==> src/gpio_port_regs.svh <==
// Purpose: constants for the gpio port: field codes, reset values, widths
// Assumes: included by bare name, definitions only
// Notes:   encodings of mode, trigger and drive fields are local choices
`ifndef GPIO_PORT_REGS_SVH
`define GPIO_PORT_REGS_SVH

`define GPIO_MAX_PINS        8
`define GPIO_MASK_W          8
`define GPIO_INDEX_W         3
`define GPIO_DATA_ADDR_W     10
`define GPIO_MASK_LSB        2
`define GPIO_MODE_RST        2'h0
`define GPIO_TRIG_RST        3'h0
`define GPIO_DRIVE_RST       2'h0
`define GPIO_PULL_RST        1'b0
`define GPIO_OD_RST          1'b0
`define GPIO_PAD_EN_RST      1'b0
`define GPIO_IRQ_EN_RST      1'b0

`endif

==> src/gpio_port_pkg.sv <==
// Purpose: types shared by the gpio port files
// Assumes: nothing
// Notes:   enum codes follow declaration order
package gpio_port_pkg;
  typedef enum logic [1:0] {
    sw_input_mode,
    sw_output_mode,
    peripheral_control_mode
  } dir_mode_e;

  typedef enum logic [2:0] {
    trig_falling,
    trig_rising,
    trig_both,
    trig_low,
    trig_high
  } trig_e;

  typedef enum logic [1:0] {
    drive_2ma,
    drive_4ma,
    drive_8ma,
    drive_8ma_slew
  } drive_e;
endpackage

==> src/gpio_irq_detect.sv <==
// Purpose: per-pin interrupt trigger detection with latched edge status
// Assumes: pin levels are synchronous to ref_clk
// Notes:   set wins over a clear arriving in the same cycle
`timescale 1ns/1ps
module gpio_irq_detect
  import gpio_port_pkg::*;
(
  // clock and reset
  input  wire logic              ref_clk,
  input  wire logic              rst,
  // pin side
  input  wire logic              pin_level,
  input  wire logic [2:0]        trig_sel,
  // software side
  input  wire logic              clear,
  output logic                   raw_status
);
  logic prev_level;
  logic edge_hit;
  logic edge_latch;
  logic level_mode;

  always_ff @(posedge ref_clk)
  begin
    if (rst)
      prev_level <= 1'b0;
    else
      prev_level <= pin_level;
  end

  always_comb
  begin
    case (trig_e'(trig_sel))
      trig_falling: edge_hit = prev_level & ~pin_level;
      trig_rising:  edge_hit = ~prev_level & pin_level;
      trig_both:    edge_hit = prev_level ^ pin_level;
      default:      edge_hit = 1'b0;
    endcase
    level_mode = (trig_sel == trig_low) || (trig_sel == trig_high);
  end

  // edge status sticks until cleared; a new edge beats the clear
  always_ff @(posedge ref_clk)
  begin
    if (rst)
      edge_latch <= 1'b0;
    else if (level_mode)
      edge_latch <= 1'b0;
    else if (edge_hit)
      edge_latch <= 1'b1;
    else if (clear)
      edge_latch <= 1'b0;
  end

  // level status follows the pin while the level is present
  always_comb
  begin
    if (trig_sel == trig_low)
      raw_status = ~pin_level;
    else if (trig_sel == trig_high)
      raw_status = pin_level;
    else
      raw_status = edge_latch;
  end
endmodule

==> src/gpio_port_pin_control.sv <==
// Purpose: eight-pin general purpose port with pad, mode and irq control
// Assumes: one clock, synchronous active-high reset, inputs synchronous
// Notes:   commands are one-cycle strobes carrying a pin mask
//
// What this block does
// - Controls up to eight pins; fewer via the pin count parameter.
// - After reset every pin is a software-controlled input.
// - Per pin interrupt on high, low, rising, falling or both edges.
// - Each pin holds a 2, 4 or 8 mA drive setting to pad.
// - Slew control exists only with 8 mA, a fourth drive setting.
// - Drive setting resets to the 2 mA selection.
// - Weak pull-up and pull-down per pin, both off after reset.
// - Open-drain enable per pin, off after reset: push-pull start.
// - Pin selects port or peripheral control, resets to port control.
// - Peripheral mode on a pin with no peripheral does nothing useful.
// - Masks are eight bits, bit n is pin n, only set bits act.
// - Masked read returns selected pin levels, others read zero.
// - Masked write updates all selected pins together, others untouched.
// - Data mask comes from address bits of one access.
// - Single pin addressed by an index zero to seven.
// - Mode per pin: sw input, sw output, peripheral; masked set.
// - Direction and mode of one pin can be read back.
// - Trigger type of one pin can be read back.
// - Pad path connects only after pad configuration too.
// - Configuration writes apply to all masked pins at once.
// - Per pin interrupt enable bit set or cleared by software.
// - Raw and masked eight-bit status, bit n for pin n.
// - Software clears latched interrupts of masked pins.
`timescale 1ns/1ps
`include "gpio_port_regs.svh"
module gpio_port_pin_control
  import gpio_port_pkg::*;
#(
  parameter int          PIN_COUNT     = `GPIO_MAX_PINS,
  parameter logic [7:0]  PERIPH_AVAIL  = 8'hFF
)
(
  // clock and reset
  input  wire logic                        ref_clk,
  input  wire logic                        rst,
  // masked data access, mask in address bits
  input  wire logic [`GPIO_DATA_ADDR_W-1:0] data_addr,
  input  wire logic                        data_wr,
  input  wire logic [7:0]                  data_wdata,
  output logic [7:0]                       data_rdata,
  // configuration commands, one-cycle strobes
  input  wire logic [7:0]                  pin_select_mask,
  input  wire logic                        dir_mode_wr,
  input  wire logic [1:0]                  direction_mode_sel,
  input  wire logic                        trig_wr,
  input  wire logic [2:0]                  irq_trigger_sel,
  input  wire logic                        pad_wr,
  input  wire logic [1:0]                  drive_sel,
  input  wire logic                        pull_up_sel,
  input  wire logic                        pull_down_sel,
  input  wire logic                        open_drain_sel,
  input  wire logic                        irq_enable_wr,
  input  wire logic                        irq_disable_wr,
  input  wire logic                        irq_clear_wr,
  // single pin readback
  input  wire logic [`GPIO_INDEX_W-1:0]    pin_index,
  output logic [1:0]                       pin_dir_mode,
  output logic [2:0]                       pin_trig,
  output logic [1:0]                       pin_drive,
  output logic                             pin_pull_up,
  output logic                             pin_pull_down,
  output logic                             pin_open_drain,
  // interrupt status
  input  wire logic                        status_masked_sel,
  output logic [7:0]                       irq_status,
  output logic                             irq,
  // pads
  input  wire logic [7:0]                  pad_in,
  output logic [7:0]                       pad_out,
  output logic [7:0]                       pad_oe,
  output logic [1:0]                       pad_drive [8],
  output logic [7:0]                       pad_pull_up,
  output logic [7:0]                       pad_pull_down,
  // peripheral side
  input  wire logic [7:0]                  periph_out,
  input  wire logic [7:0]                  periph_oe,
  output logic [7:0]                       periph_in
);

  // refuse a pin count the eight-bit masks cannot serve
  if (PIN_COUNT < 1 || PIN_COUNT > `GPIO_MAX_PINS)
  begin : g_bad_count
    $error("pin count out of range");
  end

  // ---------------------------------------------------------------
  // helpers
  // ---------------------------------------------------------------
  localparam logic [7:0] PRESENT = 8'((9'h001 << PIN_COUNT) - 9'h001);

  // clip a mask to the pins this instance actually has
  function automatic logic [7:0] present_mask(input logic [7:0] m);
    present_mask = m & PRESENT;
  endfunction

  // ---------------------------------------------------------------
  // per pin state
  // ---------------------------------------------------------------
  logic [1:0] mode      [8];
  logic [2:0] trig      [8];
  logic [1:0] drive     [8];
  logic [7:0] pull_up;
  logic [7:0] pull_down;
  logic [7:0] open_drain;
  logic [7:0] pad_ready;
  logic [7:0] out_data;
  logic [7:0] irq_en;
  logic [7:0] raw_stat;
  logic [7:0] cmd_mask;
  logic [7:0] data_mask;
  logic [7:0] in_level;

  assign cmd_mask  = present_mask(pin_select_mask);
  // data mask rides on address bits [9:2]
  assign data_mask = present_mask(data_addr[`GPIO_MASK_LSB +: 8]);

  // ---------------------------------------------------------------
  // mode and trigger
  // ---------------------------------------------------------------
  always_ff @(posedge ref_clk)
  begin
    for (int i = 0; i < 8; i++)
    begin
      if (rst)
        mode[i] <= `GPIO_MODE_RST;
      else if (dir_mode_wr && cmd_mask[i] &&
               direction_mode_sel <= 2'(peripheral_control_mode))
        mode[i] <= direction_mode_sel;
    end
  end

  // inputs are assumed stable while software retunes triggers
  always_ff @(posedge ref_clk)
  begin
    for (int i = 0; i < 8; i++)
    begin
      if (rst)
        trig[i] <= `GPIO_TRIG_RST;
      else if (trig_wr && cmd_mask[i] && irq_trigger_sel <= 3'(trig_high))
        trig[i] <= irq_trigger_sel;
    end
  end

  // ---------------------------------------------------------------
  // pad configuration
  // ---------------------------------------------------------------
  always_ff @(posedge ref_clk)
  begin
    for (int i = 0; i < 8; i++)
    begin
      if (rst)
      begin
        drive[i]      <= `GPIO_DRIVE_RST;
        pull_up[i]    <= `GPIO_PULL_RST;
        pull_down[i]  <= `GPIO_PULL_RST;
        open_drain[i] <= `GPIO_OD_RST;
        pad_ready[i]  <= `GPIO_PAD_EN_RST;
      end
      else if (pad_wr && cmd_mask[i])
      begin
        drive[i]      <= drive_sel;
        pull_up[i]    <= pull_up_sel;
        pull_down[i]  <= pull_down_sel & ~pull_up_sel;
        open_drain[i] <= open_drain_sel;
        pad_ready[i]  <= 1'b1;
      end
    end
  end

  // ---------------------------------------------------------------
  // data register, masked write
  // ---------------------------------------------------------------
  always_ff @(posedge ref_clk)
  begin
    if (rst)
      out_data <= 8'h00;
    else if (data_wr)
      out_data <= (out_data & ~data_mask) | (data_wdata & data_mask);
  end

  // ---------------------------------------------------------------
  // pad drive path
  // ---------------------------------------------------------------
  always_comb
  begin
    for (int i = 0; i < 8; i++)
    begin
      in_level[i]  = pad_in[i] & pad_ready[i] & PRESENT[i];
      periph_in[i] = (mode[i] == 2'(peripheral_control_mode)) &
                     PERIPH_AVAIL[i] & in_level[i];
      pad_out[i] = 1'b0;
      pad_oe[i]  = 1'b0;
      if (pad_ready[i] && PRESENT[i])
      begin
        if (mode[i] == 2'(sw_output_mode))
        begin
          pad_out[i] = out_data[i] & ~open_drain[i];
          pad_oe[i]  = ~open_drain[i] | ~out_data[i];
        end
        else if (mode[i] == 2'(peripheral_control_mode) && PERIPH_AVAIL[i])
        begin
          pad_out[i] = periph_out[i] & ~open_drain[i];
          pad_oe[i]  = periph_oe[i] & (~open_drain[i] | ~periph_out[i]);
        end
      end
      pad_drive[i]     = drive[i];
      pad_pull_up[i]   = pull_up[i] & pad_ready[i];
      pad_pull_down[i] = pull_down[i] & pad_ready[i];
    end
  end

  // ---------------------------------------------------------------
  // masked data read, registered
  // ---------------------------------------------------------------
  always_ff @(posedge ref_clk)
  begin
    if (rst)
      data_rdata <= 8'h00;
    else
      data_rdata <= in_level & data_mask;
  end

  // ---------------------------------------------------------------
  // single pin readback
  // ---------------------------------------------------------------
  always_ff @(posedge ref_clk)
  begin
    if (rst)
    begin
      pin_dir_mode   <= `GPIO_MODE_RST;
      pin_trig       <= `GPIO_TRIG_RST;
      pin_drive      <= `GPIO_DRIVE_RST;
      pin_pull_up    <= 1'b0;
      pin_pull_down  <= 1'b0;
      pin_open_drain <= 1'b0;
    end
    else
    begin
      pin_dir_mode   <= mode[pin_index];
      pin_trig       <= trig[pin_index];
      pin_drive      <= drive[pin_index];
      pin_pull_up    <= pull_up[pin_index];
      pin_pull_down  <= pull_down[pin_index];
      pin_open_drain <= open_drain[pin_index];
    end
  end

  // ---------------------------------------------------------------
  // interrupts
  // ---------------------------------------------------------------
  for (genvar g = 0; g < 8; g++)
  begin : g_det
    gpio_irq_detect u_det (
      .ref_clk    (ref_clk),
      .rst        (rst),
      .pin_level  (in_level[g]),
      .trig_sel   (trig[g]),
      .clear      (irq_clear_wr & cmd_mask[g]),
      .raw_status (raw_stat[g])
    );
  end

  always_ff @(posedge ref_clk)
  begin
    if (rst)
      irq_en <= 8'h00;
    else if (irq_enable_wr)
      irq_en <= irq_en | cmd_mask;
    else if (irq_disable_wr)
      irq_en <= irq_en & ~cmd_mask;
  end

  always_ff @(posedge ref_clk)
  begin
    if (rst)
      irq_status <= 8'h00;
    else if (status_masked_sel)
      irq_status <= raw_stat & irq_en;
    else
      irq_status <= raw_stat;
  end

  // registered so the interrupt line never glitches on mask changes
  always_ff @(posedge ref_clk)
  begin
    if (rst)
      irq <= 1'b0;
    else
      irq <= |(raw_stat & irq_en);
  end
endmodule

==> config.mk <==
export PLATFORM = sky130hd
export DESIGN_NAME = gpio_port_pin_control
export DESIGN_NICKNAME = d
export VERILOG_FILES = /design/src/gpio_port_pkg.sv /design/src/gpio_irq_detect.sv /design/src/gpio_port_pin_control.sv
export VERILOG_INCLUDE_DIRS = /design/src
export SDC_FILE = /design/constraint.sdc
export NUM_CORES = 1
export LEC_CHECK = 0
export ABC_AREA = 1
export BUFFER_PORTS_ARGS = -buffer_cell sky130_fd_sc_hd__buf_2
export CAP_MARGIN = 15
export CORE_UTILIZATION = 45
export CTS_CLUSTER_SIZE = 8
export DETAILED_ROUTE_END_ITERATION = 16
export GPL_TIMING_DRIVEN = 0
export PLACE_DENSITY = 0.67
export SLEW_MARGIN = 10
export SYNTH_ARGS = -nofsm -noshare
export SYNTH_HDL_FRONTEND = slang
export SYNTH_HIERARCHICAL = 1
export SYNTH_SLANG_ARGS = --single-unit
==> constraint.sdc <==
create_clock -name ref_clk -period 2.85 [get_ports ref_clk]
set_input_delay 0.57 -clock ref_clk [delete_from_list [all_inputs] [get_ports ref_clk]]
set_output_delay 0.57 -clock ref_clk [all_outputs]
set_load 0.01 [all_outputs]
Word level (Yosys, flattened, before mapping)
Memories as Yosys holds them, arrays and structs flattened. A register that Yosys moved wholly into a read port is not among the register bits.
Index checks and enable logic that the tools add are counted.
{ "totals": {"mem_bits_ro": 0, "latchBits": 0, "register_bits": 84, "ramBits": 56, "mem_count": 3, "input_bits": 73} }
{ "op_classes": {"bitwise": 179, "n_shift": 0, "n_mul": 0, "n_eq_ne": 48, "n_mux": 195, "n_addsub": 0, "n_lt_le_gt_ge": 3, "n_reduce_logical": 74, "div": 0} }
{ "memory_table": {"columns": ["memory", "words", "width", "read_ports", "rd_clocked_by_memory_dff", "wr", "line_no", "text"], "rows": [
  ["trig", 8, 3, 9, 1, 8, "gpio_port_pin_control.sv:105", "logic [2:0] trig [8];"],
  ["drive", 8, 2, 9, 1, 8, "gpio_port_pin_control.sv:106", "logic [1:0] drive [8];"],
  ["mode", 8, 2, 9, 1, 8, "gpio_port_pin_control.sv:104", "logic [1:0] mode [8];"]
]} }
{ "ops": {"columns": ["operator", "count"], "rows": [
  ["two-way mux 1 bit", 157],
  ["bitwise AND 1 bit", 81],
  ["equality test 3 x 2 -> 1 bit (second input constant)", 16],
  ["NOT 1 bit", 41],
  ["bitwise AND 8 bit", 5],
  ["logical AND 1 bit", 40],
  ["OR 1 bit", 40],
  ["two-way mux 2 bit", 16],
  ["equality test 3 x 1 -> 1 bit (second input constant)", 8],
  ["equality test 3 bit (second input constant)", 8],
  ["zero test 3 bit", 8],
  ["two-way mux 3 bit", 8],
  ["two-way mux 8 bit", 3],
  ["case mux 1 bit (3 select lines)", 8],
  ["nonzero test 2 bit", 9],
  ["equality test 2 x 1 -> 1 bit (second input constant)", 8],
  ["equality test 2 bit (second input constant)", 8],
  ["NOT 8 bit", 2],
  ["OR 8 bit", 2],
  ["OR reduction 2 bit", 8],
  ["binary-select mux 1 bit (select 3 bit)", 3],
  ["logical OR 1 bit", 8],
  ["OR reduction 8 bit", 1],
  ["bitwise XOR 1 bit", 8],
  ["other kinds (3)", 3]
]} }

Depth between registers and ports, before layout
{ "depth": {"ltp_word": 6, "mapped_depth": 10} }

Hierarchy
The synthesis kept the hierarchy.
{ "by_module_without_submodules": {"columns": ["module", "area_per_inst_um2", "n_inst", "cells_each"], "rows": [
  ["gpio_port_pin_control", 6536.3, 1, 889],
  ["gpio_irq_detect", 173.9, 8, 27]
]} }

Worst setup path before layout
No wires, ideal clock.
{ "synth_path": {"kind": "input-to-output", "startpoint": "in periph_out[1]", "endpoint": "out pad_out[1]", "setup_slack_ps": 1276, "cell_stages": 2, "required_ps": 2280, "arrival_ps": 1004, "cell_sequence": "nand3_1 -> a211oi_1"} }
{ "synth_via": {"elab_chain_len": 4} }
{ "synth_rtl": {"columns": ["item", "line_no", "text"], "rows": [
  ["from (decl)", "gpio_port_pin_control.sv:80", "input wire logic [7:0] periph_out,"],
  ["bitwise AND 1 bit", "gpio_port_pin_control.sv:207", "pad_out[i] = periph_out[i] & ~open_drain[i];"],
  ["two-way mux 1 bit", "gpio_port_pin_control.sv:205", "else if (mode[i] == 2'(peripheral_control_mode) && PERIPH_AVAIL[i])"],
  ["two-way mux 1 bit", "gpio_port_pin_control.sv:200", "if (mode[i] == 2'(sw_output_mode))"],
  ["two-way mux 1 bit", "gpio_port_pin_control.sv:198", "if (pad_ready[i] && PRESENT[i])"],
  ["to (decl)", "gpio_port_pin_control.sv:74", "output logic [7:0] pad_out,"]
]} }
No other way between the ends.

==> flow_summary_export.csv <==
group,metric,value,unit
logic_synthesis,synth_area,7930,um2
clock_tree,clkLatencyLatePin,0.44,ns
sta,fin_skew,0.0161,ns
worst_setup_path,startpoint_type,"flop",
global_routing,grt_pass1_vias,7025,
sta,post-route-period-util,75.3,%
logic_synthesis,syn_avg_cell_area,7.17,um2
finish,mostFrequentLayoutCell,"nand2_1",
sta,maxSlewViolCount,0,
pwr,swShare,27.9,%
pwr,p_leak,4.83,nW
clock_tree,tritoncts,"built",
pwr,p_sw,0.00156,W
clock_tree,cts_made_buffers,17,
logic_synthesis,synth_seq_area_share,44.2,%
sta,period_needed,2.15,ns
finish,area_delta_synth_final,20.0,%
route,dr.pass1.iters,5,
logic_synthesis,yosys.cell_types.count,29,
global_routing,antenna_found_initial,1,
pwr,clkPwrFrac,42.4,%
logic_synthesis,synthArstFlopShare,0,%
place,place_area,8890,um2
sta,worst_pin_slew,0.889,ns
clock_tree,cts_setup_buffers,0,
sta,rsz0062_at_grt,"false",
pwr,combPwrFrac,14.4,%
pwr,p_per_area,589,nW/um2
global_routing,grt_start_max_net_pins,18,
floorplan,design.die.area,18200,um2
finish,final_area,9520,um2
worst_setup_path,critPathKind,"flop to primary output",
place,place.gp.congestion,0.893,
logic_synthesis,synth.net_count,1194,
clock_tree,cts_resized,0,
finish,final_nets,1349,
place,io_buffers,136,
sta,hold_viol,0,
worst_setup_path,arrival,1.58,ns
logic_synthesis,synth_cells,1105,
global_routing,grt_pass1_wl,36000,um
sta,whs,0.378,ns
floorplan,die_w,135,um
clock_tree,htreeDepth,4,
finish,utilization,55.2,%
logic_synthesis,synthTopCellsByArea,"dfxtp_1 23%, edfxtp_1 21%, nand2_1 14%, inv_1 8.8%, nand3_1 7.1%",
global_routing,grt_use_total,26.4,%
pwr,intPower,0.00404,W
finish,mostFrequentLayoutCells,"292 x nand2_1, 186 x inv_1, 159 x buf_2, 130 x nor2_1, 113 x nand3_1",
clock_tree,root_buffer,"clkbuf_16",
pwr,seqPwrFrac,43.2,%
floorplan,die-height,135,um
hold_path,hp-class,"input port to flop",
clock_tree,clock-sinks,147,
route,drt-total-wl,23400,um
worst_setup_path,worst_setup_path_end_kind,"primary output",
sta,setup_violations,0,
sta,fmax,466,MHz
global_routing,grt-ovfl-total,0,
finish,drive_gt1_share,20.0,%
logic_synthesis,synth_warnings,6,
logic_synthesis,synth_top_area_cell,"dfxtp_1",
pwr,power,0.00561,W
status,outcome,"finished, final reports clean",
route,drc_errors,0,
floorplan,row_count,48,
finish,n_antenna_cell,0,
logic_synthesis,ys.flop_type,"dfxtp_1",
place,dp_hpwl,17500,um
sta,setup_tns,0,ns
clock_tree,cts_buffer_depth,2,
route,final_antenna_net_count,0,
flow_run,cap_violations,0,
pwr,ir_drop,0.440,mV
clock_tree,cts.reportedPaths.clkPinSlew,0.06,ns
worst_setup_path,cp.required,2.28,ns
route,drt-initial-drc-count,729,
logic_synthesis,synth_top_area_share,23.0,%
floorplan,initial_core_util,46.0,%
logic_synthesis,synth-seq-cells,147,
route,via_per_inst,5.09,
sta,max_slew_margin,40.8,%
logic_synthesis,synth_edf_count,56,
clock_tree,ctsHoldBuffers,0,
floorplan,ios,156,
floorplan,coreArea,17200,um2
route,vias,7620,
worst_setup_path,cp_max_fo,4,
route,wl_per_cell,15.6,um
## power groups by stage
stage / registers (W) / logic (W) / clock network, W
after global placement: 0.00247 / 0.000786 / 0
after detailed placement: 0.00247 / 0.000793 / 0
after global routing: 0.00244 / 0.000901 / 0.00250
final: 0.00242 / 0.000805 / 0.00238
after CTS: 0.00242 / 0.000799 / 0.00239
after floorplan: 0.00246 / 0.000511 / 0
## kinds of logic (layout without fill, tap and decap cells)
| family | after synthesis | after routing | synth area share (%) |
|---|---|---|---|
| AND/OR/NAND/NOR | 596 | 596 | 32.4 |
| buffers and inverters | 244 | 412 | 13.1 |
| flip-flops | 147 | 147 | 44.2 |
| AO/OA/AOI/OAI | 102 | 102 | 7.84 |
| adder cells (fa/ha/maj) | 16 | 16 | 2.53 |
## area by class of cell
type	instances	area, um2
Buffer	47	293
Inverter	197	744
Timing Repair Buffer	136	681
Fill cell	1693	7720
Multi-Input combinational cell	714	3390
Clock inverter	13	173
Sequential cell	147	3500
Tap cell	225	282
Clock buffer	19	454
## through the flow
| step | cells | setup WS, ns |
|---|---|---|
| after global placement | 1466 | 0.694 |
| after floorplan | 1105 | 1.28 |
| after global routing | 1498 | 0.611 |
| after CTS | 1498 | 0.681 |
| final | 1498 | 0.704 |
| after detailed placement | 1466 | 0.712 |
## worst max-delay path: stages, from the launching register on
cell      delay [ns]
edfxtp_1        0.43
nor2_1          0.16
nand2_1         0.08
a211oi_1        0.28
buf_2           0.19
## synth_stat cells (9+ instances only)
cell      instances
o21ai_2           9
o22ai_1          24
inv_1           186
nand4_1          19
dfxtp_1          91
buf_2            23
nor2_1          130
nand2_1         292
nand3_1         113
a21oi_1          40
o21ai_0          14
edfxtp_1         56
ha_1             16
## per-layer routing
metal	vias up	global-route usage (%)	part of all wire, %
met1	3476	35.2	44
met2	312	42.7	46
met3	39	5.26	7.5
met5	-	0	0
met4	0	8.49	1.9
li1	3793	-	-
## final timing paths
| kind | startpoint | end | slack [ns] | cells after the start |
|---|---|---|---|---|
| max | mode[1][1] | pad_out[1] | 0.70 | 4 |
| min | data_addr[7] | data_rdata[5] | 0.38 | 3 |
| max reg2reg | pad_ready[7] | irq | 1.29 | 10 |
| min reg2reg | flop | flop | 0.47 | 2 |
Note: power is estimated with default switching activity, not from simulation.
